File: src/hdl/interval_timer_pkg.sv
/*
  constants, register map and state type of the secondary update-interval timer.
  assumes a single 100 MHz clock and a synchronous register port.
*/
package interval_timer_pkg;
  localparam int ADDR_W = 4;
  localparam int DATA_W = 32;
  // register offsets
  localparam logic [3:0] ADDR_CTRL = 4'h0;
  localparam logic [3:0] ADDR_RELOAD_FIRST = 4'h1;
  localparam logic [3:0] ADDR_RELOAD_SECOND = 4'h2;
  localparam logic [3:0] ADDR_STROBE = 4'h3;
  localparam logic [3:0] ADDR_STATUS = 4'h4;
  localparam logic [3:0] ADDR_IRQ_CTRL = 4'h5;
  localparam logic [3:0] ADDR_EVT_MASK = 4'h6;
  localparam logic [3:0] ADDR_EVT_STATUS = 4'h7;
  // control register fields
  localparam int CTRL_ARM = 0;
  localparam int CTRL_PAUSE = 1;
  localparam int CTRL_EDGE = 2;
  localparam int CTRL_FIRST = 3;
  localparam int CTRL_HW_EN = 4;
  localparam int CTRL_HW_POL = 5;
  localparam int CTRL_HW_MODE = 6;
  localparam int CTRL_SRC_LSB = 8;
  localparam int CTRL_GSEL_LSB = 16;
  localparam int CTRL_W = 20;
  localparam logic [19:0] CTRL_RESET = 20'h00000;
  // strobe register fields
  localparam int STB_PRELOAD = 0;
  localparam int STB_SWAP = 1;
  localparam int STB_TC_CLR = 2;
  localparam int STB_LATE_CLR = 3;
  // interrupt control fields
  localparam int IRQ_TC_EN = 0;
  localparam int IRQ_GRP_EN = 1;
  localparam int IRQ_LINE_LSB = 2;
  localparam int IRQ_W = 5;
  localparam logic [4:0] IRQ_RESET = 5'h00;
  // event bits, shared by mask and sticky status
  localparam int EVT_TC = 0;
  localparam int EVT_LATE = 1;
  localparam int EVT_W = 2;
  // clock source codes
  localparam logic [4:0] SRC_PRIMARY = 5'h00;
  localparam logic [4:0] SRC_PFI_FIRST = 5'h01;
  localparam logic [4:0] SRC_TRIG_FIRST = 5'h0b;
  localparam logic [4:0] SRC_GC_FIRST = 5'h12;
  localparam logic [4:0] SRC_SECOND_TB = 5'h14;
  localparam int SRC_COUNT = 21;
  localparam int PFI_N = 10;
  localparam int TRIG_N = 7;
  localparam int LINE_N = 8;
  localparam int GSEL_W = 4;
  // gray-coded along disarmed -> counting -> paused
  typedef enum logic [1:0] {
    ST_DISARMED = 2'b00,
    ST_COUNTING = 2'b01,
    ST_PAUSED = 2'b11
  } timer_state_t;
endpackage : interval_timer_pkg

File: src/hdl/secondary_interval_timer.sv
/*
  secondary update-interval timer: selectable clock source and edge,
  dual reload registers, pause gates, terminal-count and late-service flags.
  assumes all inputs synchronous to clock and a one-cycle-strobe register master.
*/
// Notes on behaviour
// - pause bit one suspends, zero resumes
// - count only while no gate pauses
// - hardware gate enable, select, polarity, mode
// - clock select codes zero through twenty
// - edge zero rising, one falling
// - two reload registers, swap at terminal
// - arm starts timing, disarm stops
// - terminal flag with enable and clear
// - group line select, group enable gates
// - late service detected and readable
// - late clear strobe clears flag
// - indicator shows next reload register
// - no multi-device synchronisation offered
`timescale 1ns/1ps
module secondary_interval_timer
  import interval_timer_pkg::*;
#(
  parameter int CNT_W = 16
) (
  input wire logic clock,
  input wire logic rst,
  input wire logic [ADDR_W-1:0] addr,
  input wire logic [DATA_W-1:0] wrData,
  input wire logic wrStrobe,
  input wire logic rdStrobe,
  output logic [DATA_W-1:0] rdData,
  input wire logic primaryTimebase,
  input wire logic [PFI_N-1:0] functionInputs,
  input wire logic [TRIG_N-1:0] backplaneTrig,
  input wire logic [1:0] generalTerminal,
  input wire logic secondTimebase,
  output logic updatePulse,
  output logic [LINE_N-1:0] groupLines,
  output logic irq
);
  timer_state_t state_reg, state_next;
  logic [CTRL_W-1:0] ctrl_reg, ctrl_next;
  logic [CNT_W-1:0] reloadA_reg, reloadA_next, reloadB_reg, reloadB_next;
  logic [CNT_W-1:0] count_reg, count_next;
  logic nextSel_reg, nextSel_next, swap_reg, swap_next;
  logic tcFlag_reg, tcFlag_next, late_reg, late_next;
  logic [IRQ_W-1:0] irqCtrl_reg, irqCtrl_next;
  logic [EVT_W-1:0] mask_reg, mask_next, evt_reg, evt_next;
  logic srcPrev_reg, gatePrev_reg, gateTog_reg, gateTog_next;
  logic update_reg;
  logic [DATA_W-1:0] rdData_reg, rdData_next;

  logic [SRC_COUNT-1:0] srcVec;
  logic [4:0] srcSel;
  logic srcNow, tick, gateLevel, hwPause, running, tcEvent, useSel;
  logic wrCtrl, wrStb, tcClr, lateClr, disarmed;

  // no cross-device sync; align through shared source pins
  assign srcVec = {secondTimebase, generalTerminal, backplaneTrig, functionInputs,
                   primaryTimebase};
  assign srcSel = ctrl_reg[CTRL_SRC_LSB +: 5];
  assign srcNow = (srcSel <= SRC_SECOND_TB) ? srcVec[srcSel] : 1'b0;
  assign tick = ctrl_reg[CTRL_EDGE] ? (srcPrev_reg & ~srcNow) : (~srcPrev_reg & srcNow);
  // gate select beyond the function inputs reads as idle low
  assign gateLevel = ((ctrl_reg[CTRL_GSEL_LSB +: GSEL_W] < GSEL_W'(PFI_N)) ?
                      functionInputs[ctrl_reg[CTRL_GSEL_LSB +: GSEL_W]] : 1'b0)
                     ^ ctrl_reg[CTRL_HW_POL];
  // level mode pauses while gate low, toggle mode flips on each rising gate
  assign hwPause = ctrl_reg[CTRL_HW_EN] &
                   (ctrl_reg[CTRL_HW_MODE] ? gateTog_reg : ~gateLevel);
  // both gates must allow counting
  // arm gates ticks too, so no terminal slips out while the disarm settles
  assign running = (state_reg == ST_COUNTING) && ctrl_reg[CTRL_ARM] &&
                   !ctrl_reg[CTRL_PAUSE] && !hwPause;
  assign tcEvent = running && tick && (count_reg == '0);
  // swap chooses the idle register at terminal count
  assign useSel = swap_reg ? ~nextSel_reg : nextSel_reg;
  assign wrCtrl = wrStrobe && (addr == ADDR_CTRL);
  assign wrStb = wrStrobe && (addr == ADDR_STROBE);
  assign tcClr = wrStb && wrData[STB_TC_CLR];
  assign lateClr = wrStb && wrData[STB_LATE_CLR];
  assign disarmed = (state_reg == ST_DISARMED);

  always_comb begin
    state_next = state_reg;
    ctrl_next = ctrl_reg;
    reloadA_next = reloadA_reg;
    reloadB_next = reloadB_reg;
    count_next = count_reg;
    nextSel_next = nextSel_reg;
    swap_next = swap_reg;
    tcFlag_next = tcFlag_reg;
    late_next = late_reg;
    irqCtrl_next = irqCtrl_reg;
    mask_next = mask_reg;
    evt_next = evt_reg;
    gateTog_next = gateTog_reg;
    rdData_next = '0;
    if (gateLevel && !gatePrev_reg) begin
      gateTog_next = ~gateTog_reg;
    end
    if (!ctrl_reg[CTRL_HW_EN]) begin
      gateTog_next = 1'b0;
    end
    if (wrCtrl) begin
      ctrl_next = wrData[CTRL_W-1:0];
      // initial reload choice is frozen while armed
      if (!disarmed) begin
        ctrl_next[CTRL_FIRST] = ctrl_reg[CTRL_FIRST];
      end
    end
    if (wrStrobe && addr == ADDR_RELOAD_FIRST) begin
      reloadA_next = wrData[CNT_W-1:0];
    end
    if (wrStrobe && addr == ADDR_RELOAD_SECOND) begin
      reloadB_next = wrData[CNT_W-1:0];
    end
    if (wrStrobe && addr == ADDR_IRQ_CTRL) begin
      irqCtrl_next = wrData[IRQ_W-1:0];
    end
    if (wrStrobe && addr == ADDR_EVT_MASK) begin
      mask_next = wrData[EVT_W-1:0];
    end
    // preload takes the chosen first register while disarmed
    if (wrStb && wrData[STB_PRELOAD] && disarmed) begin
      count_next = ctrl_reg[CTRL_FIRST] ? reloadB_reg : reloadA_reg;
      nextSel_next = ctrl_reg[CTRL_FIRST];
      swap_next = 1'b0;
    end
    if (wrStb && wrData[STB_SWAP]) begin
      swap_next = 1'b1;
    end
    if (running && tick) begin
      count_next = count_reg - CNT_W'(1);
    end
    // terminal count reloads and points the indicator at the register loaded
    if (tcEvent) begin
      count_next = useSel ? reloadB_reg : reloadA_reg;
      nextSel_next = useSel;
      swap_next = 1'b0;
    end
    // arm bit drives the state machine
    case (state_reg)
      ST_DISARMED: begin
        if (ctrl_reg[CTRL_ARM]) begin
          state_next = ST_COUNTING;
        end
      end
      ST_COUNTING: begin
        if (!ctrl_reg[CTRL_ARM]) begin
          state_next = ST_DISARMED;
        end else if (ctrl_reg[CTRL_PAUSE] || hwPause) begin
          state_next = ST_PAUSED;
        end
      end
      ST_PAUSED: begin
        if (!ctrl_reg[CTRL_ARM]) begin
          state_next = ST_DISARMED;
        end else if (!ctrl_reg[CTRL_PAUSE] && !hwPause) begin
          state_next = ST_COUNTING;
        end
      end
      default: begin
        state_next = ST_DISARMED;
      end
    endcase
    // set wins over the clear strobe
    if (tcClr) begin
      tcFlag_next = 1'b0;
    end
    if (tcEvent) begin
      tcFlag_next = 1'b1;
    end
    // confirm strobe clears the late flag
    if (lateClr) begin
      late_next = 1'b0;
    end
    // an ack in the same cycle as the second terminal still counts
    if (tcEvent && tcFlag_reg && !tcClr) begin
      late_next = 1'b1;
    end
    if (rdStrobe) begin
      case (addr)
        ADDR_CTRL: rdData_next = DATA_W'(ctrl_reg);
        ADDR_RELOAD_FIRST: rdData_next = DATA_W'(reloadA_reg);
        ADDR_RELOAD_SECOND: rdData_next = DATA_W'(reloadB_reg);
        // flags, indicator and state for software
        ADDR_STATUS: rdData_next = DATA_W'({count_reg, 11'h000, state_reg, nextSel_reg,
                                            late_reg, tcFlag_reg});
        ADDR_IRQ_CTRL: rdData_next = DATA_W'(irqCtrl_reg);
        ADDR_EVT_MASK: rdData_next = DATA_W'(mask_reg);
        ADDR_EVT_STATUS: rdData_next = DATA_W'(evt_reg);
        default: rdData_next = '0;
      endcase
      if (addr == ADDR_EVT_STATUS) begin
        evt_next = '0;
      end
    end
    // sticky events outlive a read in the same cycle
    if (tcEvent) begin
      evt_next[EVT_TC] = 1'b1;
    end
    if (tcEvent && tcFlag_reg && !tcClr) begin
      evt_next[EVT_LATE] = 1'b1;
    end
  end

  always_ff @(posedge clock) begin
    if (rst) begin
      state_reg <= ST_DISARMED;
      ctrl_reg <= CTRL_RESET;
      reloadA_reg <= '0;
      reloadB_reg <= '0;
      count_reg <= '0;
      nextSel_reg <= 1'b0;
      swap_reg <= 1'b0;
      tcFlag_reg <= 1'b0;
      late_reg <= 1'b0;
      irqCtrl_reg <= IRQ_RESET;
      mask_reg <= '0;
      evt_reg <= '0;
      srcPrev_reg <= 1'b0;
      gatePrev_reg <= 1'b0;
      gateTog_reg <= 1'b0;
      update_reg <= 1'b0;
      rdData_reg <= '0;
    end else begin
      state_reg <= state_next;
      ctrl_reg <= ctrl_next;
      reloadA_reg <= reloadA_next;
      reloadB_reg <= reloadB_next;
      count_reg <= count_next;
      nextSel_reg <= nextSel_next;
      swap_reg <= swap_next;
      tcFlag_reg <= tcFlag_next;
      late_reg <= late_next;
      irqCtrl_reg <= irqCtrl_next;
      mask_reg <= mask_next;
      evt_reg <= evt_next;
      srcPrev_reg <= srcNow;
      gatePrev_reg <= gateLevel;
      gateTog_reg <= gateTog_next;
      update_reg <= tcEvent;
      rdData_reg <= rdData_next;
    end
  end

  assign rdData = rdData_reg;
  assign updatePulse = update_reg;
  // group line only while group and source enabled
  assign groupLines = (irqCtrl_reg[IRQ_GRP_EN] && irqCtrl_reg[IRQ_TC_EN] && tcFlag_reg) ?
                      LINE_N'(1) << irqCtrl_reg[IRQ_LINE_LSB +: 3] : '0;
  assign irq = |(evt_reg & mask_reg);
endmodule : secondary_interval_timer

File: config.mk
export PLATFORM = sky130hd
export DESIGN_NAME = secondary_interval_timer
export DESIGN_NICKNAME = d
export VERILOG_FILES = /design/src/hdl/interval_timer_pkg.sv /design/src/hdl/secondary_interval_timer.sv
export SDC_FILE = /design/constraint.sdc
export NUM_CORES = 1
export LEC_CHECK = 0
export BUFFER_PORTS_ARGS = -buffer_cell sky130_fd_sc_hd__buf_2
export CORE_ASPECT_RATIO = 2
export CORE_MARGIN = 1
export CORE_UTILIZATION = 25
export DETAILED_ROUTE_END_ITERATION = 8
export GPL_TIMING_DRIVEN = 0
export PLACE_DENSITY = 0.43
export SLEW_MARGIN = 20
export SYNTH_ARGS = -nofsm -noshare
export SYNTH_HDL_FRONTEND = slang
export SYNTH_SLANG_ARGS = --single-unit
File: constraint.sdc
create_clock -name clock -period 3.77 [get_ports clock]
set_input_delay 0.754 -clock clock [delete_from_list [all_inputs] [get_ports clock]]
set_output_delay 0.754 -clock clock [all_outputs]
set_load 0.05 [all_outputs]
==> impl_metrics.py <==
metrics = {
    "grt": {
        "grt_pass1_wl_um": 31750,
        "grt_util_met1_pct": 18.43,
        "antenna_found_initial": 2,
        "grt_usage_pct": 18.74,
        "grt_pass1_vias": 5460,
        "grt_util_met3_pct": 3.670,
        "grt_max_degree": 17,
        "overflow": 0,
        "busiest_layer": "met2",
        "grt_use_met2_pct": 34.42,
    },
    "synthesis": {
        "netlist_top_cells_area": "dfxtp_1 42%, nand2_1 12%, a21oi_1 8.0%",
        "yosysSeqAreaShare_pct": 42.12,
        "synth_top_area_share_pct": 42.12,
        "synth_area_leader_cell": "dfxtp_1",
        "ys_warn_count": 0,
        "synth_edf_count": 0,
        "syn_inst": 717,
        "synth_nets": 779,
        "ys_ff_latch": 119,
        "synthFlopType": "dfxtp_1",
        "synth.distinct_cells": 50,
        "async_reset_ff_share_pct": 0,
        "syn_area_sq_um": 5655,
        "syn_area_per_cell_sq_um": 7.888,
    },
    "critical_path": {
        "cp-end-kind": "flip-flop",
        "timing.rr.start": "ctrl_reg[8]",
        "worstPathMaxFanout": 10,
        "cp-start-kind": "flip-flop",
        "reg2reg_depth": 9,
        "cp.arrival_ps": 3220,
        "crit_start": "ctrl_reg[8]",
        "regToRegEndpoint": "count_reg[13]",
        "cp.required_ps": 4120,
        "r2r_slack_ps": 900,
        "endpoint": "count_reg[13]",
        "critPathKind": "reg2reg",
    },
    "die": {
        "die_h_um": 214.7,
        "rows": 77,
        "die-area_sq_um": 23260,
        "core_region_area_sq_um": 22160,
        "fp.dieW_um": 108.4,
        "initial_utilization_pct": 25.52,
        "ios": 103,
    },
    "clock_tree": {
        "cts_resized": 0,
        "cts_tree": "built",
        "cts.sinks": 119,
        "cts_buffer_depth": 2,
        "clock-root-buffer": "clkbuf_16",
        "clk_pin_slew_worst_paths_ps": 60,
        "post_cts_buffers": 0,
        "cts_buffers": 17,
        "h-tree-depth": 4,
        "clock_latency_ps": 430,
        "hold_buffers": 0,
    },
    "placed_design": {
        "gp_congestion": 0.8710,
        "dp_hpwl_um": 16380,
        "placed_area_sq_um": 6436,
        "portBuffers": 87,
    },
    "sta": {
        "finalSetupViolCount": 0,
        "finClkSkew_ps": 11.68,
        "fin_setup_tns_ps": 0,
        "fmax_ghz": 0.3485,
        "whs_ps": 452.1,
        "rsz0062_at_grt": "no",
        "worst_pin_slew_ps": 1132,
        "slew_violations": 0,
        "slew_headroom_pct": 23.94,
        "final_hold_viol_count": 0,
        "fin_crit_ps": 2870,
        "fin_crit_sh_pct": 76.12,
    },
    "detailed_routing": {
        "ant_nets": 0,
        "wl_per_cell_um": 18.45,
        "post_drt_via_cell_ratio": 4.834,
        "wirelength_um": 20550,
        "drt_iter0_drc": 228,
        "drc": 0,
        "dr.pass1.iters": 4,
        "vias": 5385,
    },
    "final_layout": {
        "nFillCells": 2439,
        "nNetsFinal": 885,
        "fin_area_sq_um": 6987,
        "drive_gt1_share_pct": 16.51,
        "largest_reg_flops": 32,
        "area_growth_pct": 23.54,
        "final-seq-area_sq_um": 2382,
        "multi_input_area_sq_um": 3073,
    },
    "run_status": {
        "status": "complete, no violations",
    },
    "worst_hold_path": {
        "hold_path_class": "reg2reg",
    },
    "job": {
        "max_cap_viol_count": 0,
    },
    "pwr": {
        "vdd_drop_max_mv": 0.1817,
        "p_leak_nw": 2.462,
        "cellPowerDensity_nw_per_um2": 424.6,
    },
}
## layer usage
| metal | wire, um | vias up |
|---|---|---|
| met1 | 7401 | 2482 |
| met2 | 11390 | 151 |
| li1 | - | 2708 |
| met3 | 731 | 44 |
| met4 | 1032 | 0 |
| met5 | 0 | - |
## area by class of cell
| cell class | count | share of cell area [%] |
|---|---|---|
| Timing Repair Buffer | 87 | 6.232 |
| Antenna cell | 2 | 0.07163 |
| Clock inverter | 8 | 1.057 |
| Tap cell | 276 | 4.943 |
| Clock buffer | 24 | 6.751 |
| Sequential cell | 119 | 34.10 |
| Buffer | 46 | 2.597 |
| Multi-Input combinational cell | 547 | 43.98 |
| Inverter | 5 | 0.2686 |
## critical path, stage by stage, from the launching register on
cell and delay [ps]:
dfxtp_1 300, buf_2 210, mux4_2 520, mux2i_1 200, a22oi_1 190, and4_1 240
o21ai_2 390, clkbuf_1 470, nand2_1 100, a21oi_1 160
## synthesized netlist by cell type, drive strengths merged, types with 3 or more instances
library cell,number
nand2b,8
a22oi,17
and3,4
inv,5
o21ai,16
or4,4
a311o,8
nor2,62
mux2,4
xor2,5
nor4,4
mux2i,31
nor3,11
a31oi,12
nand3,17
a21oi,90
nor4b,3
nor3b,5
mux4,6
clkbuf,38
nand2,184
nor2b,5
xnor2,8
buf,8
a211oi,6
and2,15
dfxtp,119
## logic make-up after synthesis
group           after synthesis  share of synthesized area (%)
buf+inv                      51                          3.540
mux                          41                          8.673
fa+ha+maj                     1                         0.2212
xor+xnor                     13                          2.013
simple gates                332                          26.44
compound gates              160                          16.99
flops                       119                          42.12
## cells in the final DEF (no fill, tap or decap), drive strengths merged, types with 6 or more instances in the layout
cell type / n
a211oi: 6
a21oi: 90
a22oi: 17
a311o: 8
a31oi: 12
and2: 15
buf: 95
clkbuf: 62
dfxtp: 119
mux2i: 31
mux4: 6
nand2: 184
nand2b: 8
nand3: 17
nor2: 62
nor3: 11
o21ai: 16
xnor2: 8
## through the flow
| step | total power, W | std cells | worst slack [ps] | util, % |
|---|---|---|---|---|
| global route | 0.003068 | 1114 | 695.8 | 31.53 |
| finish | 0.002966 | 1114 | 900.4 | 31.53 |
| detailed placement | 0.001464 | 1080 | 502.9 | 29.05 |
| global placement | 0.001463 | 1080 | 517.0 | 29.05 |
| CTS | 0.002997 | 1112 | 882.1 | 31.51 |
| floorplan | 0.001383 | 717 | 1226 | - |
## worst min path at each step
stage | end | cells past startpoint | start | slack [ps]
4_1_cts | late_reg | 2 | late_reg | 450
5_1_grt | late_reg | 2 | late_reg | 480
6_report | late_reg | 2 | late_reg | 450
3_3_place_gp | late_reg | 2 | late_reg | 450
3_5_place_dp | late_reg | 2 | late_reg | 450
2_1_floorplan | late_reg | 2 | late_reg | 430
## where the power goes
group          internal [W]  switching [W]
clock              0.000936       0.000596
sequential          0.00127      0.0000116
combinational     0.0000534       0.000101
(Power assumes the default switching activity.)
